[config.mk]
export PLATFORM = sky130hd
export DESIGN_NAME = pic_loop_ctrl
export DESIGN_NICKNAME = d
export VERILOG_FILES = /design/src/verilog/pic_loop_ctrl.v
export VERILOG_INCLUDE_DIRS = /design/src /design/src/verilog
export SDC_FILE = /design/constraint.sdc
export NUM_CORES = 2
export LEC_CHECK = 0
export BUFFER_PORTS_ARGS = -buffer_cell sky130_fd_sc_hd__buf_2
export CAP_MARGIN = 20
export CORE_MARGIN = 2
export CORE_UTILIZATION = 35
export DETAILED_ROUTE_END_ITERATION = 10
export GPL_ROUTABILITY_DRIVEN = 0
export SKIP_CTS_REPAIR_TIMING = 1
export SLEW_MARGIN = 0
export SYNTH_ARGS = -nofsm -noshare
export SYNTH_HDL_FRONTEND = slang
export SYNTH_SLANG_ARGS = --single-unit
[constraint.sdc]
create_clock -name clk_i -period 169.5 [get_ports clk_i]
set_input_delay 33.9 -clock clk_i [delete_from_list [all_inputs] [get_ports clk_i]]
set_output_delay 33.9 -clock clk_i [all_outputs]
set_load 0.03 [all_outputs]
[src/verilog/pic_defines.vh]
`ifndef PIC_DEFINES_VH
`define PIC_DEFINES_VH
// register byte offsets
`define PIC_OFS_CTRL 8'h00
`define PIC_OFS_SETPOINT 8'h04
`define PIC_OFS_GAIN 8'h08
`define PIC_OFS_OFFSET 8'h0c
`define PIC_OFS_LIMIT_LO 8'h10
`define PIC_OFS_LIMIT_HI 8'h14
`define PIC_OFS_PGAIN 8'h18
`define PIC_OFS_ISPAN 8'h1c
`define PIC_OFS_MANUAL 8'h20
`define PIC_OFS_STATUS 8'h24
`define PIC_OFS_SCALED 8'h28
`define PIC_OFS_ACCUM 8'h2c
// control register fields
`define PIC_CTRL_DIR 0
`define PIC_CTRL_SETPOINT_EXT 1
`define PIC_CTRL_MANUAL_EXT 2
// status register fields
`define PIC_ST_OUT_LSB 0
`define PIC_ST_AUTO 16
`define PIC_ST_DIR 17
`define PIC_ST_HOLD 18
`define PIC_ST_BUSY 19
// value ranges
`define PIC_OUT_MIN 0
`define PIC_OUT_MAX 1000
`define PIC_LIMIT_LO -10000
`define PIC_LIMIT_HI 20000
`define PIC_GAIN_LO -1000
`define PIC_GAIN_HI 1000
`define PIC_OFFSET_LO -10000
`define PIC_OFFSET_HI 10000
`define PIC_PGAIN_MAX 9999
`define PIC_ISPAN_MIN 1
`define PIC_ISPAN_MAX 5999
`define PIC_ISPAN_OFF 13'h176f
`define PIC_FRAC_BITS 16
`define PIC_CENT 100
// reset values
`define PIC_RST_CTRL 3'h0
`define PIC_RST_GAIN 16'h0064
`define PIC_RST_LIMIT_HI 16'h4e20
`define PIC_RST_LIMIT_LO 16'hd8f0
`define PIC_RST_PGAIN 14'h0064
`define PIC_RST_ISPAN 13'h176f
// sampling
`define PIC_SAMPLE_MS 500
`define PIC_CLK_KHZ 200000
`define PIC_SAMPLE_CYCLES (`PIC_SAMPLE_MS * `PIC_CLK_KHZ)
// gain scale of 100 times two samples per second, divides kc*err per integral second
`define PIC_TS_CENT_DEN 200
`endif

[src/verilog/pic_loop_ctrl.v]
// Summary of operation
// - mode input 1 automatic, 0 manual
// - reset input forces output zero, ignores mode
// - output confined to 0 through 1000
// - manual level accepted within 0 to 1000
// - manual mode drives output from manual level
// - entering automatic preloads accumulator with manual level
// - scaled value is raw times gain over 100 plus offset
// - scaled value clamped to upper bound
// - scaled value clamped to lower bound
// - bounds accepted within -10000 to 20000
// - scaled equal to setpoint leaves output unchanged
// - positive direction: above setpoint lowers output
// - negative direction: above setpoint raises output
// - direction frozen while control runs
// - zero proportional gain omits proportional term
// - maximum integral span omits integral term
// - one calculation per 500 ms sample
// - setpoint, manual level selectable from other block
// - direction setting positive or negative
`timescale 1ns/1ps
`include "pic_defines.vh"
module pic_loop_ctrl #(
  parameter SAMPLE_CYCLES = `PIC_SAMPLE_CYCLES
) (
  // clock and reset
  input wire clk_i,
  input wire rst_i,
  // wishbone slave
  input wire wb_cyc_i,
  input wire wb_stb_i,
  input wire wb_we_i,
  input wire [7:0] wb_adr_i,
  input wire [31:0] wb_dat_i,
  input wire [3:0] wb_sel_i,
  output reg [31:0] wb_dat_o,
  output reg wb_ack_o,
  // control pins
  input wire auto_mode_i,
  input wire hold_reset_i,
  // values from other blocks
  input wire [15:0] process_value_i,
  input wire [15:0] setpoint_ext_i,
  input wire [15:0] manual_level_ext_i,
  // manipulated output
  output reg [15:0] control_output_o
);
  // calculation states
  localparam ST_IDLE = 2'd0;
  localparam ST_DIV = 2'd1;
  localparam ST_DONE = 2'd2;
  // last step of the serial divider
  localparam DIV_LAST = 6'd47;
  // integral span setting that switches the integral term off
  localparam [12:0] ISPAN_OFF = `PIC_ISPAN_OFF;
  // accumulator ceiling, full output with fraction bits
  localparam signed [31:0] ACC_CEIL = `PIC_OUT_MAX << `PIC_FRAC_BITS;

  // limit a value to lo..hi
  function signed [31:0] clamp;
    input signed [31:0] v;
    input signed [31:0] lo;
    input signed [31:0] hi;
    begin
      if (v > hi) begin
        clamp = hi;
      end else if (v < lo) begin
        clamp = lo;
      end else begin
        clamp = v;
      end
    end
  endfunction

  // limit a value to lo..hi and keep the low sixteen bits
  function [15:0] sat16;
    input signed [31:0] v;
    input signed [31:0] lo;
    input signed [31:0] hi;
    reg signed [31:0] c;
    begin
      c = clamp(v, lo, hi);
      sat16 = c[15:0];
    end
  endfunction

  // byte-lane merge of a sixteen bit register, sign extended
  function signed [31:0] merge16;
    input [15:0] old;
    input [31:0] dat;
    input [3:0] sel;
    reg [15:0] m;
    begin
      m = old;
      if (sel[0]) begin
        m[7:0] = dat[7:0];
      end
      if (sel[1]) begin
        m[15:8] = dat[15:8];
      end
      merge16 = {{16{m[15]}}, m};
    end
  endfunction

  // pin synchronisers
  reg auto_s1_reg;
  reg auto_s2_reg;
  reg hold_s1_reg;
  reg hold_s2_reg;
  always @(posedge clk_i) begin
    if (rst_i) begin
      auto_s1_reg <= 1'b0;
      auto_s2_reg <= 1'b0;
      hold_s1_reg <= 1'b0;
      hold_s2_reg <= 1'b0;
    end else begin
      auto_s1_reg <= auto_mode_i;
      auto_s2_reg <= auto_s1_reg;
      hold_s1_reg <= hold_reset_i;
      hold_s2_reg <= hold_s1_reg;
    end
  end

  // configuration registers
  reg [2:0] ctrl_reg;
  reg signed [15:0] setpoint_reg;
  reg signed [15:0] gain_reg;
  reg signed [15:0] offset_reg;
  reg signed [15:0] limit_lo_reg;
  reg signed [15:0] limit_hi_reg;
  reg signed [15:0] manual_level_reg;
  reg [13:0] pgain_reg;
  reg [12:0] ispan_reg;

  // bus request decode
  wire bus_req = wb_cyc_i & wb_stb_i & ~wb_ack_o;
  wire bus_wr = bus_req & wb_we_i;
  wire bus_rd = bus_req & ~wb_we_i;

  // merged and range-limited write values
  wire [15:0] wr_setpoint = sat16(merge16(setpoint_reg, wb_dat_i, wb_sel_i),
                                  `PIC_LIMIT_LO, `PIC_LIMIT_HI);
  wire [15:0] wr_gain = sat16(merge16(gain_reg, wb_dat_i, wb_sel_i),
                              `PIC_GAIN_LO, `PIC_GAIN_HI);
  wire [15:0] wr_offset = sat16(merge16(offset_reg, wb_dat_i, wb_sel_i),
                                `PIC_OFFSET_LO, `PIC_OFFSET_HI);
  wire [15:0] wr_limit_lo = sat16(merge16(limit_lo_reg, wb_dat_i, wb_sel_i),
                                  `PIC_LIMIT_LO, `PIC_LIMIT_HI);
  wire [15:0] wr_limit_hi = sat16(merge16(limit_hi_reg, wb_dat_i, wb_sel_i),
                                  `PIC_LIMIT_LO, `PIC_LIMIT_HI);
  wire [15:0] wr_pgain = sat16(merge16({2'b00, pgain_reg}, wb_dat_i, wb_sel_i),
                               0, `PIC_PGAIN_MAX);
  wire [15:0] wr_ispan = sat16(merge16({3'b000, ispan_reg}, wb_dat_i, wb_sel_i),
                               `PIC_ISPAN_MIN, `PIC_ISPAN_MAX);
  wire [15:0] wr_manual = sat16(merge16(manual_level_reg, wb_dat_i, wb_sel_i),
                                `PIC_OUT_MIN, `PIC_OUT_MAX);

  always @(posedge clk_i) begin
    if (rst_i) begin
      ctrl_reg <= `PIC_RST_CTRL;
      setpoint_reg <= 16'h0000;
      gain_reg <= `PIC_RST_GAIN;
      offset_reg <= 16'h0000;
      limit_lo_reg <= `PIC_RST_LIMIT_LO;
      limit_hi_reg <= `PIC_RST_LIMIT_HI;
      pgain_reg <= `PIC_RST_PGAIN;
      ispan_reg <= `PIC_RST_ISPAN;
      manual_level_reg <= 16'h0000;
    end else if (bus_wr) begin
      case (wb_adr_i)
        `PIC_OFS_CTRL: begin
          if (wb_sel_i[0]) begin
            ctrl_reg <= wb_dat_i[2:0];
          end
        end
        `PIC_OFS_SETPOINT: begin
          setpoint_reg <= wr_setpoint;
        end
        `PIC_OFS_GAIN: begin
          gain_reg <= wr_gain;
        end
        `PIC_OFS_OFFSET: begin
          offset_reg <= wr_offset;
        end
        `PIC_OFS_LIMIT_LO: begin
          limit_lo_reg <= wr_limit_lo;
        end
        `PIC_OFS_LIMIT_HI: begin
          limit_hi_reg <= wr_limit_hi;
        end
        `PIC_OFS_PGAIN: begin
          pgain_reg <= wr_pgain[13:0];
        end
        `PIC_OFS_ISPAN: begin
          ispan_reg <= wr_ispan[12:0];
        end
        `PIC_OFS_MANUAL: begin
          manual_level_reg <= wr_manual;
        end
        default: begin
        end
      endcase
    end
  end

  // effective setpoint and manual level
  wire signed [31:0] setpoint_ext_wide = $signed({{16{setpoint_ext_i[15]}}, setpoint_ext_i});
  wire signed [31:0] manual_ext_wide = $signed({{16{manual_level_ext_i[15]}},
                                                manual_level_ext_i});
  wire signed [31:0] setpoint_eff = ctrl_reg[`PIC_CTRL_SETPOINT_EXT] ?
    clamp(setpoint_ext_wide, `PIC_LIMIT_LO, `PIC_LIMIT_HI) :
    {{16{setpoint_reg[15]}}, setpoint_reg};
  wire signed [31:0] manual_eff = ctrl_reg[`PIC_CTRL_MANUAL_EXT] ?
    clamp(manual_ext_wide, `PIC_OUT_MIN, `PIC_OUT_MAX) :
    {{16{manual_level_reg[15]}}, manual_level_reg};

  // scaled and limited process value
  wire signed [31:0] proc_prod = $signed(process_value_i) * gain_reg;
  wire signed [31:0] proc_lin = proc_prod / 32'sd100 + offset_reg;
  wire signed [31:0] proc_scaled = clamp(proc_lin, limit_lo_reg, limit_hi_reg);

  // sample tick
  reg [31:0] tick_cnt_reg;
  wire tick = (tick_cnt_reg == SAMPLE_CYCLES - 1);
  always @(posedge clk_i) begin
    if (rst_i || tick)
      tick_cnt_reg <= 32'h0;
    else
      tick_cnt_reg <= tick_cnt_reg + 32'h1;
  end

  // mode tracking
  reg auto_reg;
  reg dir_reg;
  wire auto_now = auto_s2_reg & ~hold_s2_reg;
  wire entering = auto_now & ~auto_reg;

  // error with direction applied
  wire signed [31:0] err_raw = setpoint_eff - proc_scaled;
  wire signed [31:0] err_dir = dir_reg ? -err_raw : err_raw;
  wire signed [31:0] p_prod = $signed({18'h0, pgain_reg}) * err_dir;
  wire integral_off = (ispan_reg == ISPAN_OFF) || (pgain_reg == 14'h0);

  // calculation state
  reg [1:0] state_reg;
  reg signed [31:0] accum_reg;
  reg signed [31:0] p_term_reg;
  reg [47:0] quot_reg;
  reg [21:0] rem_reg;
  reg [5:0] bit_cnt_reg;
  reg neg_reg;

  // serial divider datapath
  wire [31:0] den = `PIC_TS_CENT_DEN * {19'h0, ispan_reg};
  wire [47:0] p_mag = p_prod[31] ? {16'h0, -p_prod} : {16'h0, p_prod};
  wire [22:0] rem_shift = {rem_reg, quot_reg[47]};
  wire rem_ge = ({9'h0, rem_shift} >= den);
  // a quotient beyond full scale would wrap the accumulator, so it saturates
  wire [31:0] quot_sat = (quot_reg > {16'h0, ACC_CEIL}) ? ACC_CEIL : quot_reg[31:0];
  wire signed [31:0] inc = neg_reg ? -$signed(quot_sat) : $signed(quot_sat);
  wire signed [31:0] accum_new = clamp(accum_reg + inc, 0, ACC_CEIL);
  wire signed [31:0] out_sum = clamp((accum_new >>> `PIC_FRAC_BITS) + p_term_reg,
                                     `PIC_OUT_MIN, `PIC_OUT_MAX);

  always @(posedge clk_i) begin
    if (rst_i || hold_s2_reg) begin
      auto_reg <= 1'b0;
      dir_reg <= 1'b0;
      state_reg <= ST_IDLE;
      accum_reg <= 32'sh0;
      p_term_reg <= 32'sh0;
      quot_reg <= 48'h0;
      rem_reg <= 22'h0;
      bit_cnt_reg <= 6'h0;
      neg_reg <= 1'b0;
      control_output_o <= 16'h0;
    end else begin
      auto_reg <= auto_now;
      if (!auto_now) begin
        state_reg <= ST_IDLE;
        dir_reg <= ctrl_reg[`PIC_CTRL_DIR];
        control_output_o <= manual_eff[15:0];
      end else if (entering) begin
        accum_reg <= manual_eff << `PIC_FRAC_BITS;
        dir_reg <= ctrl_reg[`PIC_CTRL_DIR];
        state_reg <= ST_IDLE;
        control_output_o <= manual_eff[15:0];
      end else begin
        case (state_reg)
          ST_IDLE: begin
            if (tick && err_raw != 32'sh0) begin
              p_term_reg <= (pgain_reg == 14'h0) ? 32'sh0 :
                            p_prod / 32'sd100;
              neg_reg <= p_prod[31];
              rem_reg <= 22'h0;
              bit_cnt_reg <= 6'h0;
              if (integral_off) begin
                quot_reg <= 48'h0;
                state_reg <= ST_DONE;
              end else begin
                quot_reg <= p_mag << `PIC_FRAC_BITS;
                state_reg <= ST_DIV;
              end
            end
          end
          ST_DIV: begin
            rem_reg <= rem_ge ? rem_shift[21:0] - den[21:0] : rem_shift[21:0];
            quot_reg <= {quot_reg[46:0], rem_ge};
            bit_cnt_reg <= bit_cnt_reg + 6'h1;
            if (bit_cnt_reg == DIV_LAST) begin
              state_reg <= ST_DONE;
            end
          end
          ST_DONE: begin
            accum_reg <= accum_new;
            control_output_o <= out_sum[15:0];
            state_reg <= ST_IDLE;
          end
          default: begin
            state_reg <= ST_IDLE;
          end
        endcase
      end
    end
  end

  // bus answer and read data
  always @(posedge clk_i) begin
    if (rst_i) begin
      wb_ack_o <= 1'b0;
      wb_dat_o <= 32'h0;
    end else begin
      wb_ack_o <= bus_req;
      if (bus_rd) begin
        case (wb_adr_i)
          `PIC_OFS_CTRL: begin
            wb_dat_o <= {29'h0, ctrl_reg};
          end
          `PIC_OFS_SETPOINT: begin
            wb_dat_o <= {{16{setpoint_reg[15]}}, setpoint_reg};
          end
          `PIC_OFS_GAIN: begin
            wb_dat_o <= {{16{gain_reg[15]}}, gain_reg};
          end
          `PIC_OFS_OFFSET: begin
            wb_dat_o <= {{16{offset_reg[15]}}, offset_reg};
          end
          `PIC_OFS_LIMIT_LO: begin
            wb_dat_o <= {{16{limit_lo_reg[15]}}, limit_lo_reg};
          end
          `PIC_OFS_LIMIT_HI: begin
            wb_dat_o <= {{16{limit_hi_reg[15]}}, limit_hi_reg};
          end
          `PIC_OFS_PGAIN: begin
            wb_dat_o <= {18'h0, pgain_reg};
          end
          `PIC_OFS_ISPAN: begin
            wb_dat_o <= {19'h0, ispan_reg};
          end
          `PIC_OFS_MANUAL: begin
            wb_dat_o <= {{16{manual_level_reg[15]}}, manual_level_reg};
          end
          `PIC_OFS_STATUS: begin
            wb_dat_o <= {12'h0, (state_reg != ST_IDLE), hold_s2_reg, dir_reg,
                         auto_reg, control_output_o};
          end
          `PIC_OFS_SCALED: begin
            wb_dat_o <= proc_scaled;
          end
          `PIC_OFS_ACCUM: begin
            wb_dat_o <= accum_reg;
          end
          default: begin
            wb_dat_o <= 32'h0;
          end
        endcase
      end
    end
  end
endmodule // pic_loop_ctrl

==> metrics.log <==
[metrics] top area cells in the synthesized netlist: sky130_fd_sc_hd__fa_1 17%, sky130_fd_sc_hd__dfxtp_1 11%, sky130_fd_sc_hd__ha_1 7.9%, sky130_fd_sc_hd__inv_1 5.1%, sky130_fd_sc_hd__xnor2_1 4.4%
[metrics] 1st-iter DRT viols: 5883
[metrics] synthesized area: ~0.065 mm^2
[metrics] number of flops mapped to enable cells by yosys: 0
[metrics] number of flip-flops under the largest register name: 48
[metrics] Ys Warns: 0
[metrics] number of detailed-routing iterations run before antenna repair: 10
[metrics] clk buf depth: 3
[metrics] status: completed
[metrics] average cell area after synthesis: between 7 and 8 um^2
[metrics] kind of capture point of the worst setup path: flop
[metrics] number of global-route vias before repair: approximately 60000
[metrics] Place WS: 67080 ps
[metrics] ANT nets after route: 0
[metrics] die outline area: 0.188 mm^2
[metrics] Detailed Route WL: 212000 um
[metrics] Worst path slowest cell: sky130_fd_sc_hd__fa_1
[metrics] share of synthesized area occupied by flip-flops and latches: 0.110
[metrics] sum of net half-perimeters after detailed placement: approximately 170000 um
[metrics] total gr overflow: 0
[metrics] number of flip-flops and latches in the synthesized netlist: about 350
[metrics] fmax: 9.73 MHz
[metrics] pin count of the biggest net entering global routing: 76
[metrics] Synth-to-Final Area Change: 6.63%
[metrics] maximum level of the CTS H-tree: 2
[metrics] initial antenna violation count: 6
[metrics] top fanout value on the critical path: 59
[metrics] average via count per standard cell: approximately 5.8
[metrics] portion of the clock cycle consumed by the worst path in the final layout: 0.606
[metrics] final setup skew: between 40 and 50 ps
[metrics] kind of start point of the critical path: input port
[metrics] data required time at the worst endpoint: between 150000 and 200000 ps
[metrics] number of failing setup endpoints in the final timing report: 0
[metrics] Worst Slack Setup Final: around 67000 ps
[metrics] clock-pin slew on the worst setup and hold paths: approximately 60 ps
[metrics] Slew Viols, Final: 0
[metrics] height of the die: ~430 um
[metrics] proportion of register bits with asynchronous set or reset after synthesis: 0
[metrics] chip width: roughly 430 um
[metrics] overall global routing resource usage: 0.221
[metrics] clock buffers created by TritonCTS: 42
[metrics] number of library cell types mapped by synthesis: roughly 200
[metrics] TritonCTS clock tree: yes
[metrics] number of instances in the synthesized netlist: just over 8000
[metrics] total negative slack: 0 ps
[metrics] critical setup path kind: in2reg
[metrics] area leader, netlist: sky130_fd_sc_hd__fa_1
[metrics] final critical path time including I/O delays and setup: slightly above 100000 ps
[metrics] Worst path most repeated cell: sky130_fd_sc_hd__a21oi_1
[metrics] Placeable Area: roughly 0.18 mm^2
[metrics] DR WL/cell: 20.0 um
[metrics] worst slew margin relative to its limit: 0.177
[metrics] Hold/Removal Path Class: reg2reg
[metrics] site row count: between 150 and 200
[metrics] Ports: approximately 150
[metrics] slowest stage delay, CP: 980 ps
[metrics] drc violations: 0
[metrics] RSZ-0062 raised after global routing: no
[metrics] CTS Root Cell: sky130_fd_sc_hd__clkbuf_16
[metrics] Worst Reg2Reg Path Length in Cells: around 240
[metrics] Final Hold Viols: 0
[metrics] reported max-cap violation count: 0
[metrics] number of cells on the worst hold path: 1
[metrics] share of layout cells above drive strength 1: 0.104
[metrics] number of vias in the routed layout: around 61000
[metrics] clk sink count: about 350
[metrics] commonest register cell after synthesis: sky130_fd_sc_hd__dfxtp_1
[metrics] number of I/O port buffers: ~130
[metrics] CP Data Arrival Time: 103300 ps
[metrics] number of fill cells in the layout: approximately 19000
[metrics] share of Yosys cell area claimed by the top area cell type: 0.169
[metrics] starting utilization of the core area: 0.352
[metrics] wire length of the first global-routing pass: 336000 um
[metrics] slew at the pin with the worst max-slew slack: 1220 ps
[metrics] net count reported at finish: around 9000
[metrics] clock insertion delay at the later pin of the skew report: 640 ps
## worst max-delay path, delay by kind of cell
kind                     cells  cell delay [ps]
adder cells (fa/ha/maj)     19             9120
AND/OR/NAND/NOR             47            14260
buffers and inverters       13             1980
AO/OA/AOI/OAI              137            36330
multiplexers                 5             1770
XOR/XNOR                    24             5760
## layout by cell type (no fill, tap or decap), drive strengths merged, types with 41 or more instances in the layout
| master | Yosys | routed |
|---|---|---|
| nor2b | 93 | 93 |
| buf | 63 | 247 |
| o31ai | 44 | 44 |
| o21bai | 96 | 96 |
| inv | 880 | 880 |
| mux2 | 46 | 46 |
| nand2b | 92 | 92 |
| a211oi | 79 | 79 |
| nand2 | 754 | 754 |
| fa | 546 | 546 |
| nor3 | 188 | 188 |
| a21o | 89 | 89 |
| dfxtp | 354 | 354 |
| nand4 | 53 | 53 |
| or2 | 49 | 49 |
| xor2 | 174 | 174 |
| o21ai | 378 | 378 |
| o22ai | 43 | 43 |
| ha | 410 | 410 |
| a21oi | 548 | 548 |
| mux2i | 61 | 61 |
| a22oi | 178 | 178 |
| or4 | 45 | 45 |
| o21a | 63 | 63 |
| nand3 | 150 | 150 |
| clkbuf | 305 | 61 |
| and3 | 67 | 67 |
| o2111ai | 41 | 41 |
| nor2 | 738 | 738 |
| or3 | 59 | 59 |
| o211ai | 73 | 73 |
| and2 | 339 | 339 |
| a31oi | 81 | 81 |
| nor4 | 74 | 74 |
| a221oi | 42 | 42 |
| xnor2 | 343 | 343 |
## cell families (layout without fill, tap and decap cells)
family | Yosys count | in the layout | synth area share
and+or+nand+nor | 2786 | 2786 | 0.217
AOI/OAI and AO/OA | 2200 | 2200 | 0.250
buffers and inverters | 1252 | 1206 | 0.0813
adders and majority gates | 961 | 961 | 0.249
xor gates and xnor gates | 518 | 518 | 0.0736
DFF | 354 | 354 | 0.110
muxes | 107 | 107 | 0.0182
other | 1 | 9 | 0.0000581
## synthesized netlist by cell type, drive strengths merged (96+ instances only)
library cell,number
nor3,188
dfxtp,354
o21ai,378
nand2,754
nand3,150
ha,410
a22oi,178
xnor2,343
xor2,174
a21oi,548
nor2,738
clkbuf,305
fa,546
and2,339
o21bai,96
inv,880
## per-layer routing
metal | track usage | share of wire | vias to the layer above
met2 | 0.358 | 0.45 | 2356
met1 | 0.285 | 0.42 | 29700
met3 | 0.0425 | 0.077 | 537
met4 | 0.0978 | 0.053 | 6
met5 | 0 | 0.00016 | -
li1 | - | - | 28500
## worst paths after layout
| check | from | end | slack (ps) |
|---|---|---|---|
| setup reg to reg | gain_reg[5] | p_term_reg[22] | 99430 |
| setup / recovery | process_value_i[15] | p_term_reg[22] | 66710 |
| hold / removal | hold_s1_reg | hold_s2_reg | 450 |
| hold reg to reg | hold_s1_reg | hold_s2_reg | 450 |
## area by class of cell
class / count / area, um^2 / area share
inverter: 881 / 3310 / 0.0480
antenna: 4 / 10.0 / 0.000145
multi-input combinational: 6577 / 52300 / 0.760
tap: 2464 / 3080 / 0.0448
timing repair buffer: 248 / 1570 / 0.0228
sequential: 354 / 7090 / 0.103
clock inverter: 17 / 287 / 0.00416
clock buffer: 60 / 1190 / 0.0173
## metrics by stage
step                      instance area (um^2)  hold slack (ps)   util  std cells
final                                    68900              449  0.376      10600
after global routing                     68900              463  0.376      10600
after CTS                                68800              448  0.375      10600
after detailed placement                 67300              427  0.367      10500
after global placement                   67300              442  0.367      10500
after floorplan                          64600              414      -       8183
Power is not shown: default switching activity piles up to over one toggle a cycle in this logic, so the estimate is an artifact.
